--- config.mk ---
export PLATFORM = sky130hd
export DESIGN_NAME = rtcpi_top
export DESIGN_NICKNAME = d
export VERILOG_FILES = /design/src/verilog/rtcpi_pkg.sv /design/src/verilog/rtcpi_sync.sv /design/src/verilog/rtcpi_edge.sv /design/src/verilog/rtcpi_top.sv
export SDC_FILE = /design/constraint.sdc
export NUM_CORES = 1
export LEC_CHECK = 0
export BUFFER_PORTS_ARGS = -buffer_cell sky130_fd_sc_hd__buf_2
export CAP_MARGIN = 20
export CORE_MARGIN = 1.5
export CORE_UTILIZATION = 55
export DETAILED_ROUTE_END_ITERATION = 12
export PLACE_DENSITY = 0.79
export SLEW_MARGIN = 20
export SYNTH_ARGS = -nofsm -noshare
export SYNTH_HDL_FRONTEND = slang
export SYNTH_SLANG_ARGS = --single-unit
--- constraint.sdc ---
create_clock -name clk_i -period 3.99 [get_ports clk_i]
set_clock_uncertainty 0.1 [all_clocks]
set_input_delay 0.5985 -clock clk_i [delete_from_list [all_inputs] [get_ports clk_i]]
set_output_delay 0.5985 -clock clk_i [all_outputs]
set_load 0.01 [all_outputs]
--- src/verilog/rtcpi_pkg.sv ---
// Shared constants, state codes and signal bundles of the RTC pin interface.
// Assumes a 10 MHz core clock and a 32.768 kHz timekeeping source on the oscillator pin.
package rtcpi_pkg;

    // Timekeeping prescaler and seconds counter.
    localparam int unsigned PRESC_W = 15;
    localparam logic [PRESC_W-1:0] PRESC_STEP = 15'h0001;
    localparam logic [PRESC_W-1:0] PRESC_LAST = 15'h7FFF;
    localparam logic [PRESC_W-1:0] PRESC_RESET = 15'h0000;
    localparam int unsigned SECONDS_W = 32;
    localparam logic [SECONDS_W-1:0] SECONDS_RESET = 32'h00000000;
    localparam logic [SECONDS_W-1:0] SECONDS_STEP = 32'h00000001;

    // Serial byte framing; bytes travel most significant bit first.
    localparam int unsigned BYTE_W = 8;
    localparam int unsigned WRITE_FLAG_BIT = 7;
    localparam logic [2:0] BIT_FIRST = 3'h0;
    localparam logic [2:0] BIT_LAST = 3'h7;
    localparam logic [2:0] BIT_STEP = 3'h1;
    localparam logic [BYTE_W-1:0] BYTE_RESET = 8'h00;

    // Levels of the interface select strap.
    localparam logic MODE_3WIRE = 1'b0;
    localparam logic MODE_SPI = 1'b1;

    // Value that an open-drain interrupt pin carries while it is driven.
    localparam logic IRQ_DRIVE_LEVEL = 1'b0;

    // Transfer sequencer states.
    typedef enum logic [3:0] {
        ST_IDLE = 4'h1,
        ST_ADDR = 4'h2,
        ST_WRITE = 4'h4,
        ST_READ = 4'h8
    } rtcpi_state_e;

    // Pin levels that arrive from outside the core clock domain.
    typedef struct packed {
        logic chip_enable;
        logic sclk;
        logic data_in;
        logic below_backup;
        logic below_battery;
        logic osc;
        logic interface_select;
    } rtcpi_pins_s;

    localparam rtcpi_pins_s PINS_RESET = '0;

    // Sticky alarm status flags.
    typedef struct packed {
        logic flag_a;
        logic flag_b;
    } rtcpi_flags_s;

    // Drive-low enables of the two interrupt pins.
    typedef struct packed {
        logic drive_a;
        logic drive_b;
    } rtcpi_irq_s;

    // Shifts one bit into the low end of a byte.
    function automatic logic [BYTE_W-1:0] rtcpi_shift_in(input logic [BYTE_W-1:0] value,
                                                        input logic bit_in);
        return {value[BYTE_W-2:0], bit_in};
    endfunction : rtcpi_shift_in

endpackage : rtcpi_pkg

--- src/verilog/rtcpi_sync.sv ---
// Two-stage synchroniser for a bundle of independent level signals.
// Assumes each bit is a slow level; multi-bit words are not kept coherent.
module rtcpi_sync #(
    parameter int unsigned WIDTH = 1
) (
    // Clock and reset.
    input wire logic clk_i,
    input wire logic reset_i,
    // Asynchronous levels in, synchronised levels out.
    input wire logic [WIDTH-1:0] async_i,
    output logic [WIDTH-1:0] sync_o
);

    logic [WIDTH-1:0] stage1;

    // The first stage feeds only the second stage.
    always_ff @(posedge clk_i or posedge reset_i) begin
        if (reset_i) begin
            stage1 <= '0;
            sync_o <= '0;
        end else begin
            stage1 <= async_i;
            sync_o <= stage1;
        end
    end

endmodule : rtcpi_sync

--- src/verilog/rtcpi_edge.sv ---
// Edge finder for a level that is already synchronous to the core clock.
// Assumes the level stays stable for at least two core clock cycles.
module rtcpi_edge (
    // Clock and reset.
    input wire logic clk_i,
    input wire logic reset_i,
    // Level in, one-cycle edge pulses out.
    input wire logic level_i,
    output logic rise_o,
    output logic fall_o
);

    logic prev;
    logic next_prev;

    // The previous level is simply the present one delayed.
    always_comb begin
        next_prev = level_i;
    end

    // Registers the previous level.
    always_ff @(posedge clk_i or posedge reset_i) begin
        if (reset_i) begin
            prev <= 1'b0;
        end else begin
            prev <= next_prev;
        end
    end

    // Edges compare the present level with the previous one.
    assign rise_o = level_i & ~prev;
    assign fall_o = ~level_i & prev;

endmodule : rtcpi_edge

--- src/verilog/rtcpi_top.sv ---
// Pin-level logic of a serial alarm real-time clock: interrupt pins, serial
// interface framing and mode strap, power-fail output and the seconds timebase.
// Assumes the alarm match logic supplies event pulses on the core clock, and that
// the host, chip enable, serial clock and oscillator pins are asynchronous to it.
//
// Function
// First interrupt serves alarm A, or either alarm.
// Second interrupt follows alarm B only.
// Interrupt stays low while flag and enable set.
// Strap low selects 3-wire, high selects SPI.
// Host holds chip enable through every transfer.
// SPI: bits in on data in, out separately.
// 3-wire shared line; device drives only read data.
// Host serial clock times all data movement.
// Power-fail low when primary below backup or battery.
// Timekeeping counts the 32.768kHz oscillator input.
// Interrupts and timekeeping ignore the primary supply level.
// Combine select chooses separate or shared interrupts.
// Interrupt pins are drive-low enables, else released.
// Interface select is a strap, held during transfers.
module rtcpi_top (
    // Clock and reset.
    input wire logic clk_i,
    input wire logic reset_i,
    // Serial link pins from the host.
    input wire logic chip_enable_i,
    input wire logic sclk_i,
    input wire logic serial_in_i,
    output logic serial_out_o,
    output logic serial_out_oe_o,
    // Interface select strap.
    input wire logic interface_select_i,
    // Received bytes and read data towards the register logic.
    output logic [7:0] rx_byte_o,
    output logic rx_valid_o,
    output logic rx_is_addr_o,
    input wire logic [7:0] tx_byte_i,
    output logic tx_req_o,
    output logic read_phase_o,
    output logic spi_mode_o,
    // Alarm events, flag clears and interrupt configuration.
    input wire logic alarm_a_event_i,
    input wire logic alarm_b_event_i,
    input wire logic alarm_a_clear_i,
    input wire logic alarm_b_clear_i,
    input wire logic irq_enable_a_i,
    input wire logic irq_enable_b_i,
    input wire logic irq_combine_sel_i,
    output logic alarm_flag_a_o,
    output logic alarm_flag_b_o,
    // Open-drain interrupt pins.
    output logic alarm_irq_a_n_o,
    output logic alarm_irq_a_n_oe_o,
    output logic alarm_irq_b_n_o,
    output logic alarm_irq_b_n_oe_o,
    // Supply comparator results and power-fail output.
    input wire logic primary_below_backup_i,
    input wire logic primary_below_battery_i,
    output logic power_fail_n_o,
    // Timekeeping source and seconds timebase.
    input wire logic osc_in_i,
    output logic seconds_tick_o,
    output logic [31:0] seconds_count_o
);

    rtcpi_pkg::rtcpi_pins_s pins_async;
    rtcpi_pkg::rtcpi_pins_s pins;
    logic sclk_rise;
    logic sclk_fall;
    logic osc_rise;

    // Every pin level passes two flip-flops before any logic reads it.
    always_comb begin
        pins_async = rtcpi_pkg::PINS_RESET;
        pins_async.chip_enable = chip_enable_i;
        pins_async.sclk = sclk_i;
        pins_async.data_in = serial_in_i;
        pins_async.below_backup = primary_below_backup_i;
        pins_async.below_battery = primary_below_battery_i;
        pins_async.osc = osc_in_i;
        pins_async.interface_select = interface_select_i;
    end

    rtcpi_sync #(
        .WIDTH($bits(rtcpi_pkg::rtcpi_pins_s))
    ) u_sync (
        .clk_i(clk_i),
        .reset_i(reset_i),
        .async_i(pins_async),
        .sync_o(pins)
    );

    // Serial clock edges time every shift of the link.
    rtcpi_edge u_sclk_edge (
        .clk_i(clk_i),
        .reset_i(reset_i),
        .level_i(pins.sclk),
        .rise_o(sclk_rise),
        .fall_o(sclk_fall)
    );

    // Oscillator edges drive the timebase.
    rtcpi_edge u_osc_edge (
        .clk_i(clk_i),
        .reset_i(reset_i),
        .level_i(pins.osc),
        .rise_o(osc_rise),
        .fall_o()
    );

    // ------------------------------------------------------------------
    // Mode strap and power-fail output.
    logic spi_mode;
    logic next_spi_mode;
    logic power_fail_n;
    logic next_power_fail_n;
    rtcpi_pkg::rtcpi_state_e state;

    // The strap is only followed between transfers, so a change mid-frame is ignored.
    always_comb begin
        next_spi_mode = spi_mode;
        if (state == rtcpi_pkg::ST_IDLE && !pins.chip_enable) begin
            next_spi_mode = (pins.interface_select == rtcpi_pkg::MODE_SPI);
        end
        next_power_fail_n = ~(pins.below_backup | pins.below_battery);
    end

    // Registers the strap and the power-fail level.
    always_ff @(posedge clk_i or posedge reset_i) begin
        if (reset_i) begin
            spi_mode <= rtcpi_pkg::MODE_3WIRE;
            power_fail_n <= 1'b1;
        end else begin
            spi_mode <= next_spi_mode;
            power_fail_n <= next_power_fail_n;
        end
    end

    // ------------------------------------------------------------------
    // Serial transfer sequencer.
    rtcpi_pkg::rtcpi_state_e next_state;
    logic [2:0] bit_cnt;
    logic [2:0] next_bit_cnt;
    logic [7:0] rx_shift;
    logic [7:0] next_rx_shift;
    logic [7:0] tx_shift;
    logic [7:0] next_tx_shift;
    logic [7:0] rx_byte;
    logic [7:0] next_rx_byte;
    logic rx_valid;
    logic next_rx_valid;
    logic rx_is_addr;
    logic next_rx_is_addr;
    logic serial_out;
    logic next_serial_out;
    logic serial_out_oe;
    logic next_serial_out_oe;
    logic tx_take;
    logic out_edge;
    logic [7:0] shifted_in;

    // SPI moves output bits on the rising edge, 3-wire on the falling edge.
    assign out_edge = spi_mode ? sclk_rise : sclk_fall;
    assign shifted_in = rtcpi_pkg::rtcpi_shift_in(rx_shift, pins.data_in);

    // Input bits are taken on rising edges; a byte ends on the eighth one.
    always_comb begin
        next_state = state;
        next_bit_cnt = bit_cnt;
        next_rx_shift = rx_shift;
        next_tx_shift = tx_shift;
        next_rx_byte = rx_byte;
        next_rx_valid = 1'b0;
        next_rx_is_addr = rx_is_addr;
        next_serial_out = serial_out;
        tx_take = 1'b0;
        if (!pins.chip_enable) begin
            // Dropping chip enable ends the frame and drops a partial byte.
            next_state = rtcpi_pkg::ST_IDLE;
            next_bit_cnt = rtcpi_pkg::BIT_FIRST;
        end else begin
            unique case (state)
                rtcpi_pkg::ST_IDLE: begin
                    next_state = rtcpi_pkg::ST_ADDR;
                    next_bit_cnt = rtcpi_pkg::BIT_FIRST;
                end
                rtcpi_pkg::ST_ADDR, rtcpi_pkg::ST_WRITE: begin
                    if (sclk_rise) begin
                        next_rx_shift = shifted_in;
                        next_bit_cnt = bit_cnt + rtcpi_pkg::BIT_STEP;
                        if (bit_cnt == rtcpi_pkg::BIT_LAST) begin
                            next_rx_byte = shifted_in;
                            next_rx_valid = 1'b1;
                            next_rx_is_addr = (state == rtcpi_pkg::ST_ADDR);
                            if (state == rtcpi_pkg::ST_ADDR) begin
                                if (shifted_in[rtcpi_pkg::WRITE_FLAG_BIT]) begin
                                    next_state = rtcpi_pkg::ST_WRITE;
                                end else begin
                                    next_state = rtcpi_pkg::ST_READ;
                                    next_tx_shift = tx_byte_i;
                                    tx_take = 1'b1;
                                end
                            end
                        end
                    end
                end
                rtcpi_pkg::ST_READ: begin
                    // The line carries our own data now, so input bits are not received.
                    if (out_edge) begin
                        next_serial_out = tx_shift[rtcpi_pkg::BYTE_W-1];
                        next_tx_shift = rtcpi_pkg::rtcpi_shift_in(tx_shift, 1'b0);
                    end
                    if (sclk_rise) begin
                        next_bit_cnt = bit_cnt + rtcpi_pkg::BIT_STEP;
                        if (bit_cnt == rtcpi_pkg::BIT_LAST) begin
                            // Burst reads fetch the next byte at each boundary.
                            next_tx_shift = tx_byte_i;
                            tx_take = 1'b1;
                        end
                    end
                end
                default: begin
                    next_state = rtcpi_pkg::ST_IDLE;
                    next_bit_cnt = rtcpi_pkg::BIT_FIRST;
                end
            endcase
        end
        next_serial_out_oe = (next_state == rtcpi_pkg::ST_READ);
    end

    // Registers the sequencer.
    always_ff @(posedge clk_i or posedge reset_i) begin
        if (reset_i) begin
            state <= rtcpi_pkg::ST_IDLE;
            bit_cnt <= rtcpi_pkg::BIT_FIRST;
            rx_shift <= rtcpi_pkg::BYTE_RESET;
            tx_shift <= rtcpi_pkg::BYTE_RESET;
            rx_byte <= rtcpi_pkg::BYTE_RESET;
            rx_valid <= 1'b0;
            rx_is_addr <= 1'b0;
            serial_out <= 1'b0;
            serial_out_oe <= 1'b0;
        end else begin
            state <= next_state;
            bit_cnt <= next_bit_cnt;
            rx_shift <= next_rx_shift;
            tx_shift <= next_tx_shift;
            rx_byte <= next_rx_byte;
            rx_valid <= next_rx_valid;
            rx_is_addr <= next_rx_is_addr;
            serial_out <= next_serial_out;
            serial_out_oe <= next_serial_out_oe;
        end
    end

    // ------------------------------------------------------------------
    // Seconds timebase from the oscillator; no supply level gates it.
    logic [14:0] presc;
    logic [14:0] next_presc;
    logic [31:0] seconds;
    logic [31:0] next_seconds;
    logic tick;
    logic next_tick;

    // One second passes every 32768 oscillator rising edges.
    always_comb begin
        next_presc = presc;
        next_seconds = seconds;
        next_tick = 1'b0;
        if (osc_rise) begin
            if (presc == rtcpi_pkg::PRESC_LAST) begin
                next_presc = rtcpi_pkg::PRESC_RESET;
                next_seconds = seconds + rtcpi_pkg::SECONDS_STEP;
                next_tick = 1'b1;
            end else begin
                next_presc = presc + rtcpi_pkg::PRESC_STEP;
            end
        end
    end

    // Registers the timebase.
    always_ff @(posedge clk_i or posedge reset_i) begin
        if (reset_i) begin
            presc <= rtcpi_pkg::PRESC_RESET;
            seconds <= rtcpi_pkg::SECONDS_RESET;
            tick <= 1'b0;
        end else begin
            presc <= next_presc;
            seconds <= next_seconds;
            tick <= next_tick;
        end
    end

    // ------------------------------------------------------------------
    // Alarm flags and interrupt pin drive.
    rtcpi_pkg::rtcpi_flags_s flags;
    rtcpi_pkg::rtcpi_flags_s next_flags;
    rtcpi_pkg::rtcpi_irq_s irq;
    rtcpi_pkg::rtcpi_irq_s next_irq;

    // A set arriving with a clear wins; the pins hold while flag and enable hold.
    always_comb begin
        next_flags.flag_a = alarm_a_event_i | (flags.flag_a & ~alarm_a_clear_i);
        next_flags.flag_b = alarm_b_event_i | (flags.flag_b & ~alarm_b_clear_i);
        next_irq.drive_a = (next_flags.flag_a & irq_enable_a_i)
                         | (irq_combine_sel_i & next_flags.flag_b & irq_enable_b_i);
        next_irq.drive_b = ~irq_combine_sel_i & next_flags.flag_b & irq_enable_b_i;
    end

    // Registers flags and drive enables; power fail does not stop them.
    always_ff @(posedge clk_i or posedge reset_i) begin
        if (reset_i) begin
            flags <= '0;
            irq <= '0;
        end else begin
            flags <= next_flags;
            irq <= next_irq;
        end
    end

    // ------------------------------------------------------------------
    // Output assignments.
    assign serial_out_o = serial_out;
    assign serial_out_oe_o = serial_out_oe;
    assign rx_byte_o = rx_byte;
    assign rx_valid_o = rx_valid;
    assign rx_is_addr_o = rx_is_addr;
    assign tx_req_o = tx_take;
    assign read_phase_o = (state == rtcpi_pkg::ST_READ);
    assign spi_mode_o = spi_mode;
    assign alarm_flag_a_o = flags.flag_a;
    assign alarm_flag_b_o = flags.flag_b;
    assign power_fail_n_o = power_fail_n;
    assign seconds_tick_o = tick;
    assign seconds_count_o = seconds;

    // Open-drain pins only ever pull low; released means enable low.
    assign alarm_irq_a_n_o = rtcpi_pkg::IRQ_DRIVE_LEVEL;
    assign alarm_irq_b_n_o = rtcpi_pkg::IRQ_DRIVE_LEVEL;
    assign alarm_irq_a_n_oe_o = irq.drive_a;
    assign alarm_irq_b_n_oe_o = irq.drive_b;

endmodule : rtcpi_top

---- Yosys cells after proc, flatten, opt, wreduce, memory -nomap -nowiden ----
Cells that the tools add are included.
storage, ports and cells
  bits in registers ....................... 104
  output and inout port bits .............. 55
  word-level logic and storage cells ...... 99
cells by class
  bitwise operators ....................... 21
  add/subtract/negate cells ............... 3
  reductions and logical operators ........ 10
  mux-type cells .......................... 31
  equality and inequality tests ........... 12
operator list
  cell                                                  number
  two-way mux 8 bit                                     7
  adder 32 x 1 -> 32 bit (second input constant)        1
  two-way mux 4 bit                                     5
  case mux 8 bit (2 select lines)                       1
  adder 15 x 1 -> 15 bit (second input constant)        1
  equality test 15 bit (second input constant)          1
  two-way mux 15 bit                                    1
  two-way mux 1 bit                                     12
  case mux 4 bit (3 select lines)                       1
  AND 1 bit                                             10
  two-way mux 3 bit                                     3
  equality test 4 bit (second input constant)           2
  inequality test 2 bit (second input constant)         4
  NOT 1 bit                                             7
  AND reduction 3 bit                                   2
  AND reduction 6 bit                                   1
  equality test 4 x 1 -> 1 bit (second input constant)  1
  equality test 4 x 2 -> 1 bit (second input constant)  1
  equality test 4 x 3 -> 1 bit (second input constant)  1
  bitwise OR 1 bit                                      4
  AND reduction 4 bit                                   1
  adder 3 x 1 -> 3 bit (second input constant)          1
  equality test 3 bit (second input constant)           1
  inequality test 3 bit (second input constant)         1
  7 further kinds                                       7

---- Depth between registers and ports, before layout ----
  word-level depth ........................ 7
  depth in mapped cells ................... 8

---- Modules after synthesis ----
From an unflattened synthesis, not the netlist that was laid out.
second synthesis, totals
  cell total of the unflattened synthesis .. 353
  area total of the unflattened synthesis .. 4349.2 µm²
by module, submodules not included
  module      instances  cells an instance  sequential area each (µm²)  area an instance (µm²)
  rtcpi_top   1          330                2204.6                      3907.5
  rtcpi_sync  1          15                 350.3                       354.1
  rtcpi_edge  2          4                  25.0                        43.8

---- Least setup slack after synthesis ----
No wires, ideal clock.
  kind .................................... reg2reg
  start point ............................. register state[1]
  end point ............................... register tx_shift[1]
  buffers on the path ..................... 2
  arrival ................................. 1.972 ns
  setup slack ............................. 1.790 ns
  data required time ...................... 3.762 ns
  stages on the path, launching flop included .. 7
  library setup time ...................... 0.128 ns
  cell sequence ........................... dfrtp_1 > buf_2 > nor4b_2 > nand2_1 > o221ai_2 > buf_2 > o21ai_0
on the way
  elaborated cells between the ends (all ways) .. 11
  those cells by class .................... eq/ne: 7; mux: 1; reduce/logical: 3
RTL lines
  item                                  line              RTL
  from (decl)                           rtcpi_top.sv:117  rtcpi_pkg::rtcpi_state_e state;
  from (signal assigned)                rtcpi_top.sv:234  state <= rtcpi_pkg::ST_IDLE;
  from (signal assigned)                rtcpi_top.sv:244  state <= next_state;
  equality test 4 bit (*)               --
  net read_phase_o                      rtcpi_top.sv:39   output logic read_phase_o,
  nonzero test 2 bit (no source line)   --
  AND reduction 6 bit (no source line)  --
  to (signal assigned)                  rtcpi_top.sv:237  tx_shift <= rtcpi_pkg::BYTE_RESET;
  to (signal assigned)                  rtcpi_top.sv:247  tx_shift <= next_tx_shift;
  to (decl)                             rtcpi_top.sv:146  logic [7:0] tx_shift;
The timed path passes the listed nets; every way through them passes the cells marked *.
A chain may end at the register's enable or synchronous reset.

---- Final worst setup path ----
  start point ............................. register bit_cnt[0]
  end point ............................... output tx_req_o
on the way
  longest elaborated chain between the ends .. 5
  elaborated cells between the ends (all ways) .. 7
  those cells by class .................... eq/ne: 1; mux: 6
ends and longest elaborated chain
  item                                         line                                RTL
  from (decl)                                  rtcpi_top.sv:142                    logic [2:0] bit_cnt;
  from (signal assigned)                       rtcpi_top.sv:235                    bit_cnt <= rtcpi_pkg::BIT_FIRST;
  from (signal assigned)                       rtcpi_top.sv:245                    bit_cnt <= next_bit_cnt;
  equality test 3 bit (*)                      rtcpi_top.sv:191, rtcpi_top.sv:215
  two-way mux 1 bit, on equally long branches  rtcpi_top.sv:215, rtcpi_top.sv:191
  two-way mux 1 bit, on equally long branches  rtcpi_top.sv:213, rtcpi_top.sv:188
  case mux 1 bit (2 select lines) (*)          rtcpi_top.sv:182                    unique case (state)
  two-way mux 1 bit (*)                        rtcpi_top.sv:177                    if (!pins.chip_enable) begin
  to (decl)                                    rtcpi_top.sv:38                     output logic tx_req_o,
Mark *: on every way between the ends. The rest lies on a longest branch, timed or not.

==> impl_metrics.py <==
metrics = {
    "yosys": {
        "ys.flop_type": "dfrtp_1",
        "avgSynthCellArea_sq_um": 11.8,
        "synth.area.top_cells": "dfrtp_1, mux2_2, xor2_1",
        "synth_top_area_cell": "dfrtp_1",
        "synthCells": 372,
        "synth_area_sq_mm": 0.00439,
        "synth-seq-cells": 104,
        "async_flop_share_pct": 100,
        "yosysTopAreaCellShare_pct": 58.1,
        "synth_edf_count": 0,
        "synth_warnings": 0,
        "ys_seq_area_share_pct": 59.3,
        "yosysUniqueCellTypes": 43,
    },
    "run_status": {
        "status": "finished clean",
    },
    "timing": {
        "clock.fmax_mhz": 349,
        "fin_setup_tns_ps": 0,
        "finalCritPeriodShare_pct": 71.8,
        "slew_headroom_pct": 54.9,
        "grt_setup_unrepaired": "false",
        "setup_viol": 0,
        "tightest_slew_ps": 677,
        "min_period_ps": 2860,
        "fin_hold_ws_ps": 236,
        "final-hold-violation-count": 0,
        "drv_slew": 0,
        "setup_ws_ps": 1130,
    },
    "critical_path": {
        "crit_start": "bit_cnt[0]",
        "rrSetupSlack_ps": 1410,
        "slowest_delay_ps": 370,
        "rr_startpoint": "presc[0]",
        "r2r_cells": 6,
        "cp_cell_sequence": "ha_1, ha_1, nand3b_1, nor3_1, o21ai_0, a21oi_1, buf_2",
        "start_kind": "flop",
        "critPathRequiredTime_ps": 3290,
        "cp_top_family": "compound AO/OA/AOI/OAI gates",
        "cp_num_buf_inv": 1,
        "critPathSlowestCell": "dfrtp_1",
        "end_kind": "output port",
        "crit_arrival_ps": 2170,
        "reg2reg_to": "seconds_count_o[4]",
        "crit_path_frequent_cell": "ha_1",
        "path_class": "flop to output port",
        "path_max_fanout": 4,
    },
    "detailed_routing": {
        "drc": 0,
        "totalWireLength_mm": 7.98,
        "wl_per_cell_um": 14.3,
        "num_vias": 2991,
        "drt_first_pass_iters": 4,
        "postRouteAntennaNets": 0,
        "via_per_inst": 5.35,
        "drtIter0Drc": 140,
    },
    "cts": {
        "cts-root-buf": "clkbuf_8",
        "htreeDepth": 3,
        "insertion_delay_ps": 370,
        "cts.sinks": 104,
        "post_cts_buffers": 0,
        "path_clk_slew_ps": 100,
        "holdBufCountCts": 0,
        "cts_buffer_depth": 2,
        "cts_made_buffers": 9,
        "cts_tree": "yes",
        "ctsResizeCount": 0,
    },
    "hold_path": {
        "holdCritPathClass": "primary input to asynchronous set/reset pin",
    },
    "global_route": {
        "grt_pass1_wl_mm": 13.5,
        "antenna_found_initial": 0,
        "grt_overflow": 0,
        "grt_max_degree": 60,
        "first_global_vias": 2918,
        "gr-usage-all-layers_pct": 20.2,
    },
    "floorplan": {
        "ios": 79,
        "die-area_sq_mm": 0.00853,
        "core_sq_mm": 0.00773,
        "row_count": 32,
        "dieHeight_um": 92.3,
        "die_x_um": 92.3,
        "start_util_pct": 56.8,
    },
    "layout": {
        "layout_commonest_cell": "dfrtp_1",
        "final_cell_mix": "dfrtp_1, buf_2, nand2_1",
        "num_antenna_cells": 0,
        "final_cells": 559,
        "syn_to_final_growth_pct": 15.9,
        "fill_cells": 591,
        "drive_gt1_share_pct": 26.9,
        "final_nets": 480,
    },
    "placed_design": {
        "io_buffers": 76,
        "place_inst": 543,
        "pre_cts_ws_ps": 1430,
        "dp_hpwl_mm": 5.68,
        "place.gp.congestion": 0.836,
    },
    "pwr": {
        "vdd_drop_max_uv": 238,
        "power_density_mw_per_mm2": 415,
        "p_leak_nw": 2.70,
    },
    "flow_run": {
        "drv_cap": 0,
    },
}
[logic make-up after synthesis]
kind of cell,Yosys count,share of synthesized area (%)
adder cells (fa/ha/maj),4,1.14
AO/OA/AOI/OAI,30,4.36
other,1,0.0854
multiplexers,27,6.70
buffers and inverters,21,2.11
AND/OR/NAND/NOR,139,17.1
flip-flops,104,59.3
XOR/XNOR,46,9.18
[layout make-up]
type | count | area [sq um] | share of cell area, %
Sequential cell | 104 | 2610 | 51.2
Tap cell | 102 | 128 | 2.51
Clock inverter | 5 | 78.8 | 1.55
Clock buffer | 11 | 141 | 2.78
Multi-Input combinational cell | 248 | 1700 | 33.3
Inverter | 11 | 43.8 | 0.861
Timing Repair Buffer | 78 | 395 | 7.77
[flip-flops by register name (all words and copies together), names as in the netlist, 3 cells and up]
name             count
bit_cnt              3
state                4
u_sync.stage1        7
seconds_count_o     32
presc               15
tx_shift             8
rx_shift             7
u_sync.sync_o        7
rx_byte_o            8
[worst max path at each step]
stage / to / slack, ps / cells past startpoint
floorplan: alarm_flag_a_o / 560 / 1
global placement: seconds_count_o[1] / 1590 / 5
detailed placement: seconds_count_o[4] / 1430 / 6
CTS: tx_req_o / 1140 / 7
global route: tx_req_o / 980 / 7
finish: tx_req_o / 1130 / 7
[through the flow]
| stage | power [mW] | util [%] | cell area (sq um) |
|---|---|---|---|
| floorplan | 1.36 | - | 4390 |
| global placement | 1.40 | 63.0 | 4870 |
| detailed placement | 1.42 | 63.0 | 4870 |
| CTS | 2.14 | 65.9 | 5090 |
| global route | 2.22 | 65.9 | 5090 |
| finish | 2.11 | 65.9 | 5090 |
[power by group]
part / total, mW / switching, mW / internal, mW
clock network: 0.719 / 0.348 / 0.371
registers: 1.22 / 0.0764 / 1.14
logic: 0.174 / 0.0922 / 0.0814
total: 2.11 / 0.517 / 1.60
[synthesized netlist by cell type, types with 3 or more instances]
master and number:
inv_1 11, nor4_1 5, and3_1 6, nor2_1 30
clkbuf_1 3, dfrtp_1 102, ha_1 4, buf_2 5
nand4_1 16, nand2b_1 3, xnor2_1 22, xor2_1 24
nor3_1 7, and4_1 4, nand3_1 21, nor2b_1 4
a21o_1 4, o21ai_0 17, mux2i_1 8, mux2_2 19
nand2_1 31
[per-layer routing]
metal / track usage, % / vias up / share of wire, %
met5: 0 / - / 0
li1: - / 1445 / -
met4: 6.79 / 0 / 1.9
met3: 6.08 / 14 / 4.3
met2: 33.3 / 60 / 50
met1: 25.6 / 1472 / 44
[worst reg2reg max path: cells and delay by family, from the launching register on]
family                   cells  cell delay, ps
XOR/XNOR                     1             160
adder cells (fa/ha/maj)      1             190
flip-flops                   1             420
AND/OR/NAND/NOR              4            1650
Power figures use the tool's default switching activity.
